## src/hdl/pcb_pkg.sv

```systemverilog
package pcb_pkg;

    // ------------------------------------------------------------------
    // Configuration offsets (byte address of each field)
    // ------------------------------------------------------------------
    localparam logic [11:0] PCB_OFS_CLASS_AND_REVISION  = 12'h008;
    localparam logic [11:0] PCB_OFS_CACHE_LINE_SIZE     = 12'h00c;
    localparam logic [11:0] PCB_OFS_PRIMARY_LAT_TIMER   = 12'h00d;
    localparam logic [11:0] PCB_OFS_HEADER_TYPE         = 12'h00e;
    localparam logic [11:0] PCB_OFS_SELF_TEST           = 12'h00f;
    localparam logic [11:0] PCB_OFS_CONTROL_WINDOW_BASE = 12'h010;

    // ------------------------------------------------------------------
    // Fixed field values and reset values
    // ------------------------------------------------------------------
    localparam logic [7:0]  PCB_DEVICE_CATEGORY_CODE    = 8'h06;
    localparam logic [7:0]  PCB_FUNCTION_CATEGORY_CODE  = 8'h04;
    localparam logic [7:0]  PCB_PROGRAM_INTERFACE_CODE  = 8'h00;
    localparam logic [7:0]  PCB_CACHE_LINE_SIZE_RESET   = 8'h00;
    localparam logic [7:0]  PCB_PRIMARY_LAT_TIMER_VALUE = 8'h00;
    localparam logic [7:0]  PCB_HEADER_TYPE_VALUE       = 8'h01;
    localparam logic [7:0]  PCB_SELF_TEST_VALUE         = 8'h00;
    localparam logic [19:0] PCB_WINDOW_BASE_RESET       = 20'h00000;
    localparam logic [7:0]  PCB_WINDOW_RSVD_VALUE       = 8'h00;
    localparam logic        PCB_WINDOW_PREFETCH_FLAG    = 1'b0;
    localparam logic [1:0]  PCB_WINDOW_TYPE_CODE        = 2'b00;
    localparam logic        PCB_SPACE_KIND_FLAG         = 1'b0;

    // ------------------------------------------------------------------
    // Field positions of the control window base
    // ------------------------------------------------------------------
    localparam int PCB_WINDOW_BASE_LSB = 12;
    localparam int PCB_WINDOW_BASE_MSB = 31;

    // ------------------------------------------------------------------
    // Prefetch sizing
    // ------------------------------------------------------------------
    localparam int          PCB_PREFETCH_WIDTH     = 6;
    localparam logic [7:0]  PCB_PREFETCH_LIMIT_DW  = 8'h20;

    // ------------------------------------------------------------------
    // Carriers
    // ------------------------------------------------------------------
    typedef struct packed {
        logic        valid;
        logic        write;
        logic [11:0] addr;
        logic [3:0]  byte_en;
        logic [31:0] wdata;
    } pcb_cfg_req_type;

    typedef struct packed {
        logic        ack;
        logic        hit;
        logic [31:0] rdata;
    } pcb_cfg_rsp_type;

endpackage

```

## src/hdl/pcb_prefetch_sizer.sv

```systemverilog
`timescale 1ns/10ps

module pcb_prefetch_sizer
    import pcb_pkg::*;
#(
    parameter int SB_WIDTH = PCB_PREFETCH_WIDTH
) (
    input  wire logic                          core_clk,
    input  wire logic                          reset,
    input  wire logic                          use_line_size,
    input  wire logic [7:0]                    line_size,
    input  wire logic [SB_WIDTH-1:0]           sideband_dwords,
    output logic      [PCB_PREFETCH_WIDTH-1:0] prefetch_dwords_q
);

    // Oversized line sizes collapse onto the limit
    function automatic logic [PCB_PREFETCH_WIDTH-1:0] clamp_line(
        input logic [7:0] size
    );
        logic [7:0] lim;
        lim = (size > PCB_PREFETCH_LIMIT_DW) ? PCB_PREFETCH_LIMIT_DW : size;
        return lim[PCB_PREFETCH_WIDTH-1:0];
    endfunction

    logic [PCB_PREFETCH_WIDTH-1:0] prefetch_dwords_d;

    always_comb begin
        if (use_line_size) begin
            prefetch_dwords_d = clamp_line(line_size);
        end else begin
            prefetch_dwords_d = PCB_PREFETCH_WIDTH'(sideband_dwords);
        end
    end

    always_ff @(posedge core_clk) begin
        if (reset) begin
            prefetch_dwords_q <= '0;
        end else begin
            prefetch_dwords_q <= prefetch_dwords_d;
        end
    end

endmodule

```

## src/hdl/pcb_config_header.sv

```systemverilog
`timescale 1ns/10ps

module pcb_config_header
    import pcb_pkg::*;
#(
    parameter int         SB_WIDTH          = PCB_PREFETCH_WIDTH,
    // Arbitrary neutral value, replaced per silicon build
    parameter logic [7:0] SILICON_REVISION  = 8'h00
) (
    input  wire logic                          core_clk,
    input  wire logic                          reset,
    input  wire pcb_cfg_req_type               cfg_req,
    output pcb_cfg_rsp_type                    cfg_rsp_q,
    input  wire logic                          cache_line_check_enable,
    input  wire logic                          window_zero_enable,
    input  wire logic [SB_WIDTH-1:0]           sideband_dwords,
    input  wire logic                          mem_addr_valid,
    input  wire logic [31:0]                   mem_addr,
    output logic                               window_hit_q,
    output logic      [PCB_PREFETCH_WIDTH-1:0] prefetch_dwords_q,
    output logic      [19:0]                   window_base_q
);

    // ------------------------------------------------------------------
    // Address decode
    // ------------------------------------------------------------------
    logic [11:0] dword_addr;
    logic        sel_class;
    logic        sel_misc;
    logic        sel_window;
    logic        sel_any;
    logic        wr_strobe;

    assign dword_addr = {cfg_req.addr[11:2], 2'b00};
    assign sel_class  = (dword_addr == PCB_OFS_CLASS_AND_REVISION);
    assign sel_misc   = (dword_addr == PCB_OFS_CACHE_LINE_SIZE);
    assign sel_window = (dword_addr == PCB_OFS_CONTROL_WINDOW_BASE);
    assign sel_any    = sel_class | sel_misc | sel_window;
    assign wr_strobe  = cfg_req.valid & cfg_req.write;

    // ------------------------------------------------------------------
    // Cache line size
    // ------------------------------------------------------------------
    logic [7:0] cache_line_size_q;
    logic [7:0] cache_line_size_d;

    // The power-of-two restriction is the programmer's burden; the
    // register stores whatever is written so it also serves as scratch.
    always_comb begin
        cache_line_size_d = cache_line_size_q;
        if (wr_strobe && sel_misc && cfg_req.byte_en[0]) begin
            cache_line_size_d = cfg_req.wdata[7:0];
        end
    end

    always_ff @(posedge core_clk) begin
        if (reset) begin
            cache_line_size_q <= PCB_CACHE_LINE_SIZE_RESET;
        end else begin
            cache_line_size_q <= cache_line_size_d;
        end
    end

    // ------------------------------------------------------------------
    // Control window base
    // ------------------------------------------------------------------
    logic [19:0] window_base_d;
    logic [31:0] window_wmask;

    // Byte lanes map onto the base field; lane one only reaches 15:12
    assign window_wmask = {{8{cfg_req.byte_en[3]}},
                           {8{cfg_req.byte_en[2]}},
                           {4{cfg_req.byte_en[1]}},
                           12'h000};

    always_comb begin
        window_base_d = window_base_q;
        if (!window_zero_enable) begin
            // Held at zero so a stale base cannot claim cycles later
            window_base_d = PCB_WINDOW_BASE_RESET;
        end else if (wr_strobe && sel_window) begin
            window_base_d =
                (window_base_q &
                 ~window_wmask[PCB_WINDOW_BASE_MSB:PCB_WINDOW_BASE_LSB]) |
                (cfg_req.wdata[PCB_WINDOW_BASE_MSB:PCB_WINDOW_BASE_LSB] &
                 window_wmask[PCB_WINDOW_BASE_MSB:PCB_WINDOW_BASE_LSB]);
        end
    end

    always_ff @(posedge core_clk) begin
        if (reset) begin
            window_base_q <= PCB_WINDOW_BASE_RESET;
        end else begin
            window_base_q <= window_base_d;
        end
    end

    // ------------------------------------------------------------------
    // Window claim
    // ------------------------------------------------------------------
    logic window_hit_d;

    assign window_hit_d = window_zero_enable & mem_addr_valid &
        (mem_addr[PCB_WINDOW_BASE_MSB:PCB_WINDOW_BASE_LSB] ==
         window_base_q);

    always_ff @(posedge core_clk) begin
        if (reset) begin
            window_hit_q <= 1'b0;
        end else begin
            window_hit_q <= window_hit_d;
        end
    end

    // ------------------------------------------------------------------
    // Read data assembly
    // ------------------------------------------------------------------
    logic [31:0] class_word;
    logic [31:0] misc_word;
    logic [31:0] window_word;
    logic [31:0] rdata_d;

    assign class_word  = {PCB_DEVICE_CATEGORY_CODE,
                          PCB_FUNCTION_CATEGORY_CODE,
                          PCB_PROGRAM_INTERFACE_CODE,
                          SILICON_REVISION};
    assign misc_word   = {PCB_SELF_TEST_VALUE,
                          PCB_HEADER_TYPE_VALUE,
                          PCB_PRIMARY_LAT_TIMER_VALUE,
                          cache_line_size_q};
    assign window_word = {window_base_q,
                          PCB_WINDOW_RSVD_VALUE,
                          PCB_WINDOW_PREFETCH_FLAG,
                          PCB_WINDOW_TYPE_CODE,
                          PCB_SPACE_KIND_FLAG};

    // Read-only words have no storage, so writes to them fall away
    always_comb begin
        rdata_d = 32'h00000000;
        if (cfg_req.valid && !cfg_req.write) begin
            if (sel_class) begin
                rdata_d = class_word;
            end else if (sel_misc) begin
                rdata_d = misc_word;
            end else if (sel_window) begin
                rdata_d = window_word;
            end
        end
    end

    // ------------------------------------------------------------------
    // Response
    // ------------------------------------------------------------------
    // Every request is answered, writes to fixed fields included, so the
    // link side never waits on an error path.
    always_ff @(posedge core_clk) begin
        if (reset) begin
            cfg_rsp_q <= '0;
        end else begin
            cfg_rsp_q.ack   <= cfg_req.valid;
            cfg_rsp_q.hit   <= cfg_req.valid & sel_any;
            cfg_rsp_q.rdata <= rdata_d;
        end
    end

    // ------------------------------------------------------------------
    // Prefetch sizing
    // ------------------------------------------------------------------
    pcb_prefetch_sizer #(
        .SB_WIDTH          (SB_WIDTH)
    ) u_sizer (
        .core_clk          (core_clk),
        .reset             (reset),
        .use_line_size     (cache_line_check_enable),
        .line_size         (cache_line_size_q),
        .sideband_dwords   (sideband_dwords),
        .prefetch_dwords_q (prefetch_dwords_q)
    );

endmodule

```

## config.mk

```make
export PLATFORM = sky130hd
export DESIGN_NAME = pcb_config_header
export DESIGN_NICKNAME = d
export VERILOG_FILES = /design/src/hdl/pcb_pkg.sv /design/src/hdl/pcb_prefetch_sizer.sv /design/src/hdl/pcb_config_header.sv
export SDC_FILE = /design/constraint.sdc
export NUM_CORES = 1
export LEC_CHECK = 0
export BUFFER_PORTS_ARGS = -buffer_cell sky130_fd_sc_hd__buf_2
export CORE_MARGIN = 4
export CORE_UTILIZATION = 35
export CTS_BUF_LIST = sky130_fd_sc_hd__clkbuf_16
export DETAILED_ROUTE_END_ITERATION = 16
export PLACE_DENSITY = 0.67
export RECOVER_POWER = 25
export SYNTH_ARGS = -nofsm -noshare
export SYNTH_HDL_FRONTEND = slang
export SYNTH_SLANG_ARGS = --single-unit
```

## constraint.sdc

```tcl
create_clock -name core_clk -period 2.5 [get_ports core_clk]
set_input_delay 0.375 -clock core_clk [delete_from_list [all_inputs] [get_ports core_clk]]
set_output_delay 0.375 -clock core_clk [all_outputs]
set_load 0.05 [all_outputs]
```

==> flow_summary.json, run 1 <==
{
  "period_minus_slack_ns": 1.68,
  "grt_use_total_pct": 15.2,
  "totalNegativeSetupSlack_ns": 0,
  "critical_path.endpoint_type": "flop",
  "fillCellCount": 684,
  "postCtsSetupBuffers": 0,
  "dieArea_um2": 8620,
  "worst_slew_pin_slew_ns": 0.700,
  "violation_count_after_the_first_detailed_routing_iteration": 18,
  "io_buffer_count": 131,
  "setup_viol_count_final": 0,
  "grt_setup_unrepaired": "false",
  "synth_area_per_cell_um2": 10.8,
  "drc_markers": 0,
  "timing.setup.critical_path_class": "in2reg",
  "antenna-diode-count": 0,
  "synth-compound-area-share_pct": 2.09,
  "r2r_setup_slack_ns": 1.23,
  "reg2reg_to": "window_hit_q",
  "netlist_instances": 233,
  "clock_tree.buffer_depth": 2,
  "worst_setup_sp_type": "input pin",
  "synth_simple_gate_area_share_pct": 23.9,
  "timing_hold_violations_final": 0,
  "fmax_mhz": 594,
  "ff_latch_area_um2": 1300,
  "multi_input_gate_area_um2": 1130,
  "postCtsResizedCells": 0,
  "coreArea_um2": 6910,
  "ys_warn_count": 0,
  "synth_top_family_by_area": "simple AND/OR/NAND/NOR gates",
  "global_route.overflow_total": 0,
  "vias_in_the_first_global_route": 2049,
  "synth_xor_area_share_pct": 6.95,
  "antenna_found_initial": 0,
  "max-slew-margin-rel_pct": 53.3,
  "most-common-layout-cells": "sky130_fd_sc_hd__buf_2, sky130_fd_sc_hd__dfxtp_1, sky130_fd_sc_hd__nor2_1",
  "min_period_over_period_pct": 67.4,
  "slew_viol_final": 0,
  "synthesis.area_um2": 2520,
  "finalNonFillerCells": 474,
  "synth_area_leaders": "sky130_fd_sc_hd__dfxtp_1, sky130_fd_sc_hd__mux2i_1, sky130_fd_sc_hd__and2_1, sky130_fd_sc_hd__nor2_1, sky130_fd_sc_hd__xnor2_1",
  "timing.critical_path.from": "cfg_req[44]",
  "design.portCount": 154,
  "first_pass_iteration_count_of_the_detailed_router": 4,
  "place.detailed.instances": 458,
  "chipHeight_um": 92.8,
  "insertion_delay_ns": 0.32,
  "layout.nets": 466,
  "synthMuxAreaShare_pct": 11.1,
  "vdd_drop_max_v": 0.000331,
  "fraction_of_final_layout_cells_with_drive_strength_greater_than_1_pct": 36.2,
  "final_common_cell": "sky130_fd_sc_hd__buf_2",
  "tritoncts_clock_tree": "done",
  "status": "finished, final reports clean",
  "r2r_cells": 4,
  "cts_sinks": 65,
  "place.gp.congestion": 0.757,
  "finClkSkew_ns": 0.00606,
  "timing.hold.ws_ns": 0.286,
  "cellPowerDensity_nw_per_um2": 682,
  "holdBufCountCts": 0,
  "cts_root_buffer": "sky130_fd_sc_hd__clkbuf_16",
  "synthToLayoutAreaGrowth_pct": 39.1,
  "clock_tree.htree_level_count": 3,
  "hp-start": "cfg_req[13]",
  "post_synth_num_cell_types": 34,
  "synth-seq-cells": 65,
  "wire_per_inst_um": 13.6,
  "cts_inserted_buffers": 9,
  "ant_nets": 0,
  "place.detailed.hpwl_um": 4930,
  "fp.dieW_um": 92.8,
  "worst_hold_path_type": "in2reg",
  "critPathRequiredTime_ns": 2.70,
  "fp-row-count": 30,
  "wirelength_routed_um": 6440,
  "vias_per_cell": 4.40,
  "clk_pin_slew_ns": 0.05,
  "worst-endpoint-arrival_ns": 1.88,
  "netlist.area_leader.share_pct": 51.7,
  "static-leakage-power_nw": 1.55,
  "synth_adder_area_share_pct": 0,
  "yosys.area.top_type": "sky130_fd_sc_hd__dfxtp_1",
  "ys_seq_area_share_pct": 51.7,
  "drv.max_cap_violation_count": 0,
  "grt_start_max_net_pins": 22,
  "starting_utilization_of_the_core_area_pct": 36.5,
  "critical_path_peak_fanout": 4,
  "grt_first_pass_wirelength_um": 10200,
  "detailroute.via_count": 2087
}
## cells in the mapped netlist (all sizes together)
| library cell | instances |
|---|---|
| dfxtp | 65 |
| nor2 | 35 |
| mux2i | 28 |
| and2 | 24 |
| xnor2 | 11 |
| a21oi | 9 |
| nor4 | 9 |
| xor2 | 9 |
| nor2b | 7 |
| buf | 6 |
| nand2 | 5 |
| clkbuf | 4 |
| nand3 | 4 |
| nand4 | 3 |
| nor4b | 2 |
| or3 | 2 |
| a21o | 1 |
| conb | 1 |
| dlymetal6s2s | 1 |
| nand2b | 1 |
| nand3b | 1 |
| nand4b | 1 |
| nor3 | 1 |
| or2b | 1 |
| or3b | 1 |
| or4 | 1 |
## how the worst min path moves through the flow
stage                                              end  slack [ns]  cells past startpoint
after global routing              cache_line_size_q[6]        0.29                      3
after global placement                    cfg_rsp_q[0]        0.47                      1
after CTS                         cache_line_size_q[6]        0.28                      3
after floorplan           u_sizer.prefetch_dwords_q[2]        0.45                      1
final                                             flop        0.29                      3
after detailed placement                  cfg_rsp_q[4]        0.47                      1
## where the power goes
| group | leakage, nW | internal [mW] | switching (mW) |
|---|---|---|---|
| Sequential | 0.525 | 1.04 | 0.00126 |
| Combinational | 0.876 | 0.0645 | 0.0914 |
| Clock | 0.150 | 0.761 | 0.429 |
| Total | 1.55 | 1.87 | 0.522 |
## per-layer routing
metal  GRT usage, %  vias up  share of wire (%)
met4           5.86        0                1.2
met5              0        -                  0
met3           6.66        9                 11
li1               -     1054                  -
met1           18.0      922                 43
met2           24.3      102                 45
## worst max-delay path: stages
cell	delay, ns
sky130_fd_sc_hd__buf_2	0.10
sky130_fd_sc_hd__or4_4	0.61
sky130_fd_sc_hd__nor4_4	0.50
sky130_fd_sc_hd__mux2i_1	0.24
sky130_fd_sc_hd__nor2_1	0.05
## layout make-up
cell class	count	share of cell area [%]
clock buffer	9	6.43
clock inverter	7	1.79
tap	96	3.43
timing repair buffer	137	19.1
multi-input combinational	160	32.1
sequential	65	37.1
## per-stage QoR
step           utilization, %  setup slack [ns]  power, mW  cell area [µm²]
5_1_grt                  50.7             0.741       2.49             3500
2_1_floorplan               -             0.501       1.15             2530
4_1_cts                  51.2             0.789       2.42             3540
3_3_place_gp             47.0             0.451       1.22             3250
6_report                 50.7             0.815       2.39             3500
3_5_place_dp             47.0             0.444       1.22             3250
## cell families (layout without fill, tap and decap cells)
group,count (synthesis),in the layout
flops,65,65
buf+inv,11,153
compound gates,10,10
other cells,1,4
xor+xnor,20,20
simple gates,98,98
mux,28,28
(Power assumes the default switching activity.)
==> run 2, diff against run 1 <==
Settings changed: PLACE_DENSITY 0.67 to 0.7.
Clock period 2.5 ns to 1.4 ns, I/O delays scaled along.
==> run 2 against run 1 <==
Global-route usage fell by 0.097 points. Sequential power rose by 79%. Routed wire length up 3.9%. Cell count grew 3.0%. Flip-flop and latch count did not move. First-iteration DRC count rose to 2.9 times the previous value. Core utilization is 3.6 points higher. Hold slack worse by 0.16 ns. Combinational power up 97%. Sequential share of layout area down 2.3 points. Critical path type unchanged. Clock skew is 0.00063 ns higher. Register-to-register slack got worse by 1.1 ns.
==> flow_summary.json, run 2 (synthesis results as in run 1) <==
{
  "antenna_found_initial": 0,
  "coreArea_um2": 6910,
  "chipHeight_um": 92.8,
  "clock_tree.buffer_depth": 2,
  "cts_inserted_buffers": 9,
  "power.switching_fraction_pct": 22.5,
  "io_buffer_count": 131,
  "timing.hold.ws_ns": 0.130,
  "antenna-diode-count": 0,
  "timing.setup.critical_path_class": "in2reg",
  "dieArea_um2": 8620,
  "cts_sinks": 65,
  "p_sw_uw": 978,
  "critPathRequiredTime_ns": 1.60,
  "slowest_delay_ns": 0.61,
  "ff_latch_area_um2": 1310,
  "worst-endpoint-arrival_ns": 1.58,
  "vias_in_the_first_global_route": 2116,
  "clockPowerShare_pct": 50.1,
  "worst_hold_path_type": "in2reg",
  "violation_count_after_the_first_detailed_routing_iteration": 53,
  "global_route.overflow_total": 0,
  "p_seq_share_pct": 42.8,
  "most-common-layout-cells": "sky130_fd_sc_hd__buf_2, sky130_fd_sc_hd__dfxtp_1, sky130_fd_sc_hd__nor2_1",
  "min_period_over_period_pct": 98.8,
  "fillCellCount": 654,
  "stdcell_area_um2": 3750,
  "vias_per_cell": 4.48,
  "wirelength_routed_um": 6690,
  "first_pass_iteration_count_of_the_detailed_router": 4,
  "grt_start_max_net_pins": 21,
  "insertion_delay_ns": 0.32,
  "place.gp.congestion": 0.765,
  "clk_pin_slew_ns": 0.06,
  "synthToLayoutAreaGrowth_pct": 48.8,
  "timing_hold_violations_final": 0,
  "critical_path_peak_fanout": 8,
  "fraction_of_final_layout_cells_with_drive_strength_greater_than_1_pct": 46.4,
  "grt_setup_unrepaired": "true",
  "fp.dieW_um": 92.8,
  "final_total_pwr_mw": 4.35,
  "status": "finished, final reports clean",
  "period_minus_slack_ns": 1.38,
  "critical_path.endpoint_type": "flop",
  "postCtsSetupBuffers": 0,
  "ant_nets": 0,
  "grt_use_total_pct": 15.1,
  "detailroute.via_count": 2187,
  "vdd_drop_max_v": 0.000704,
  "drv.max_cap_violation_count": 0,
  "final_common_cell": "sky130_fd_sc_hd__buf_2",
  "post_dp_cell_area_um2": 3400,
  "setup_viol_count_final": 0,
  "totalNegativeSetupSlack_ns": 0,
  "layout.nets": 480,
  "design.portCount": 154,
  "slew_viol_final": 0,
  "cts_root_buffer": "sky130_fd_sc_hd__clkbuf_16",
  "starting_utilization_of_the_core_area_pct": 36.5,
  "drc_markers": 0,
  "worst_hold_path.num_cells": 3,
  "finClkSkew_ns": 0.00669,
  "clock_tree.htree_level_count": 3,
  "fmax_mhz": 723,
  "cp_cell_sequence": "buf_6 -> or4_4 -> nor4_4 -> buf_12 -> mux2i_2 -> nor2_1",
  "critical_path_slowest_stage_cell": "sky130_fd_sc_hd__or4_4",
  "wire_per_inst_um": 13.7,
  "worst_setup_sp_type": "input pin",
  "tritoncts_clock_tree": "done",
  "fp-row-count": 30,
  "static-leakage-power_nw": 1.72,
  "r2r_cells": 4,
  "comb_power_share_pct": 7.1,
  "place.detailed.hpwl_um": 5250,
  "multi_input_gate_area_um2": 1160,
  "intPower_mw": 3.37,
  "cellPowerDensity_nw_per_um2": 1160,
  "grt_first_pass_wirelength_um": 10300
}
run 2: cell types whose count changed in the layout (fill, tap and decap cells not counted), moves of 2 or more:
cell	change
sky130_fd_sc_hd__buf_6	+6
sky130_fd_sc_hd__clkinvlp_4	+3
sky130_fd_sc_hd__clkbuf_1	-23
sky130_fd_sc_hd__clkbuf_2	+22
sky130_fd_sc_hd__buf_12	+3
sky130_fd_sc_hd__clkinv_2	-3
sky130_fd_sc_hd__and2_4	+2
sky130_fd_sc_hd__buf_4	+6
sky130_fd_sc_hd__dfxtp_1	-3
sky130_fd_sc_hd__dfxtp_2	+3
sky130_fd_sc_hd__and2_1	-2
run 2: worst paths after layout:
path                                           start            to  slack [ns]
worst min register to register  cache_line_size_q[3]  cfg_rsp_q[3]        0.49
worst max-delay path                     cfg_req[41]          flop        0.02
worst min-delay path                     cfg_req[15]          flop        0.13
worst max register to register                  flop  window_hit_q        0.09
run 2: worst max-delay path: cells and delay by family:
family        cells  cell delay (ns)
buf+inv           2             0.27
mux               1             0.22
simple gates      3             0.87
run 2: cell type report:
class	instances	area share [%]
multi-input combinational	160	31.0
clock inverter	7	1.87
tap	96	3.20
sequential	65	34.8
clock buffer	9	6.01
timing repair buffer	151	23.1
run 2: repair_timing:
item,4_1_cts,5_1_grt
hold endpoints to repair,0,0
endpoints found under the setup margin,28,42
hold buffers,0,0
pin swaps,5,2
resized for setup,0,16
gates cloned,0,1
run 2: power by group through the flow:
stage | sequential [mW] | clock, mW | combinational [mW]
2_1_floorplan | 1.93 | 0 | 0.126
3_3_place_gp | 1.90 | 0 | 0.298
3_5_place_dp | 1.90 | 0 | 0.302
4_1_cts | 1.86 | 2.23 | 0.304
5_1_grt | 1.86 | 2.33 | 0.332
6_report | 1.86 | 2.18 | 0.308
run 2: routing by layer:
layer	up-vias	share of wire [%]	track usage [%]
met5	-	0	0
met4	0	1.5	4.76
met3	11	11	6.01
met2	112	45	23.6
met1	982	43	19.2
li1	1082	-	-
run 2: through the flow:
step,worst slack [ns],util [%],instances
after floorplan,-0.434,-,236
after global placement,-0.385,49.2,471
after detailed placement,-0.435,49.2,471
after CTS,0.0176,53.4,487
after global routing,-0.0104,54.3,488
final,0.0163,54.3,488
==> run 3, diff against run 2 <==
--- a/config.mk
+++ b/config.mk
@@ -8,3 +8,2 @@
 export BUFFER_PORTS_ARGS = -buffer_cell sky130_fd_sc_hd__buf_2
-export CORE_MARGIN = 4
 export CORE_UTILIZATION = 35
--- a/constraint.sdc
+++ b/constraint.sdc
@@ -3,2 +3,2 @@
 set_output_delay 0.21 -clock core_clk [all_outputs]
-set_load 0.05 [all_outputs]
+set_load 0.1 [all_outputs]
==> run 3 against run 2 <==
Critical path depth is the same. Core utilization about the same. Sequential power is essentially flat. Via count decreased by 1.3%. Non-clock buffer count fell by 4. Clock power up 3%. Total power increased by 2.7%. Largest cell class unchanged. Highest routed layer unchanged.
==> flow_summary.json, run 3 (synthesis results as in run 1) <==
{
  "slew_viol_final": 0,
  "comb_power_share_pct": 8.1,
  "timing.critical_path.from": "cfg_req[41]",
  "worst-endpoint-arrival_ns": 1.57,
  "static-leakage-power_nw": 1.74,
  "critPathRequiredTime_ns": 1.61,
  "vdd_drop_max_v": 0.000620,
  "tritoncts_clock_tree": "done",
  "antenna-diode-count": 0,
  "period_minus_slack_ns": 1.36,
  "grt_use_total_pct": 16.8,
  "clock_tree.htree_level_count": 3,
  "ant_nets": 0,
  "timing.hold.ws_ns": 0.131,
  "clk_pin_slew_ns": 0.05,
  "hp-start": "cfg_req[16]",
  "most-common-layout-cells": "sky130_fd_sc_hd__buf_2, sky130_fd_sc_hd__dfxtp_1, sky130_fd_sc_hd__nor2_1",
  "fraction_of_final_layout_cells_with_drive_strength_greater_than_1_pct": 48.5,
  "grt_first_pass_wirelength_um": 9530,
  "cts_root_buffer": "sky130_fd_sc_hd__clkbuf_16",
  "vias_per_cell": 4.46,
  "power.switching_fraction_pct": 21.3,
  "slowest_delay_ns": 0.61,
  "io_buffer_count": 131,
  "postCtsSetupBuffers": 0,
  "synthToLayoutAreaGrowth_pct": 47.9,
  "violation_count_after_the_first_detailed_routing_iteration": 35,
  "cellPowerDensity_nw_per_um2": 1200,
  "dieArea_um2": 7540,
  "place.detailed.hpwl_um": 4800,
  "insertion_delay_ns": 0.31,
  "cp_cell_sequence": "buf_6 -> or4_4 -> nor4_4 -> buf_12 -> mux2i_1 -> nor2_1",
  "chipHeight_um": 86.8,
  "fp.dieW_um": 86.8,
  "grt_start_max_net_pins": 21,
  "min_period_over_period_pct": 97.5,
  "global_route.overflow_total": 0,
  "antenna_found_initial": 0,
  "p_sw_uw": 949,
  "drc_markers": 0,
  "detailroute.via_count": 2158,
  "wire_per_inst_um": 12.6,
  "finClkSkew_ns": 0.00891,
  "wirelength_routed_um": 6110,
  "met3RoutedLength_um": 610,
  "cts_sinks": 65,
  "layout.nets": 476,
  "worst_hold_path_type": "in2reg",
  "cts_inserted_buffers": 9,
  "status": "finished, final reports clean",
  "post_dp_cell_area_um2": 3400,
  "fp-row-count": 30,
  "wirelength_met1_um": 2650,
  "clockPowerShare_pct": 50.3,
  "clock_tree.buffer_depth": 2,
  "critical_path.endpoint_type": "flop",
  "stdcell_area_um2": 3720,
  "design.portCount": 154,
  "grt_setup_unrepaired": "true",
  "intPower_mw": 3.52,
  "critical_path_slowest_stage_cell": "sky130_fd_sc_hd__or4_4",
  "starting_utilization_of_the_core_area_pct": 36.7,
  "fmax_mhz": 733,
  "timing_hold_violations_final": 0,
  "routed-wl-met2_um": 2800,
  "setup_viol_count_final": 0,
  "critical_path_peak_fanout": 8,
  "coreArea_um2": 6870,
  "vias_in_the_first_global_route": 2063,
  "place.gp.congestion": 0.769,
  "timing.setup.critical_path_class": "in2reg",
  "final_common_cell": "sky130_fd_sc_hd__buf_2",
  "drv.max_cap_violation_count": 0,
  "worst_setup_sp_type": "input pin",
  "p_seq_share_pct": 41.6,
  "highest_signal_layer_in_the_routed_design": "met4",
  "first_pass_iteration_count_of_the_detailed_router": 4
}
-- run 3: cell count changes in the layout (fill, tap and decap cells not counted), sizes merged --
cell | before | now
clkinvlp | 3 | 0
clkinv | 2 | 3
buf | 127 | 147
inv | 1 | 2
clkbuf | 33 | 9
bufinv | 1 | 2
-- run 3: final timing paths --
kind	end	slack [ns]	cells after the start
worst max-delay path	cache_line_size_q[7]	0.04	6
worst min-delay path	flop	0.13	3
worst max register to register	window_hit_q	0.11	4
worst min register to register	cfg_rsp_q[3]	0.48	1
-- run 3: final cells by class --
| class | count | area (µm²) |
|---|---|---|
| fillers | 630 | 3140 |
| repair buffers | 147 | 830 |
| well taps | 96 | 120 |
| clock inverters | 7 | 78.8 |
| multi-input cells | 160 | 1140 |
| flip-flops and latches | 65 | 1330 |
| clock buffers | 9 | 225 |
-- run 3: critical path: cells and delay by family --
kind	cells	cell delay, ns
buf+inv	2	0.27
mux	1	0.19
simple gates	3	0.89
-- run 3: timing repair --
action                                  CTS  global route
cloned                                    0             0
gates resized for setup                   0             4
pin swaps                                 5             3
endpoints found under the setup margin   28            29
hold buffers                              0             0
-- run 3: power groups by stage --
stage	Clock [mW]	Sequential, mW	Combinational [mW]
2_1_floorplan	0	1.96	0.149
3_5_place_dp	0	1.89	0.360
6_report	2.25	1.86	0.363
5_1_grt	2.40	1.85	0.389
4_1_cts	2.30	1.86	0.361
3_3_place_gp	0	1.89	0.356
-- run 3: metal layers --
layer | GRT usage [%] | up-vias
met4 | 5.00 | 0
met1 | 19.2 | 973
met2 | 28.5 | 107
met5 | 0 | -
li1 | - | 1074
met3 | 7.14 | 4
-- run 3: per-stage QoR --
step	setup TNS, ns	setup slack, ns	std cells	utilization [%]	power, mW
2_1_floorplan	-14.23	-0.436	236	-	2.11
3_3_place_gp	-15.58	-0.387	468	49.5	2.25
3_5_place_dp	-17.29	-0.432	468	49.5	2.25
4_1_cts	0	0.00405	484	54.0	4.52
5_1_grt	-0.0893	-0.0361	484	54.2	4.64
6_report	0	0.0355	484	54.2	4.47
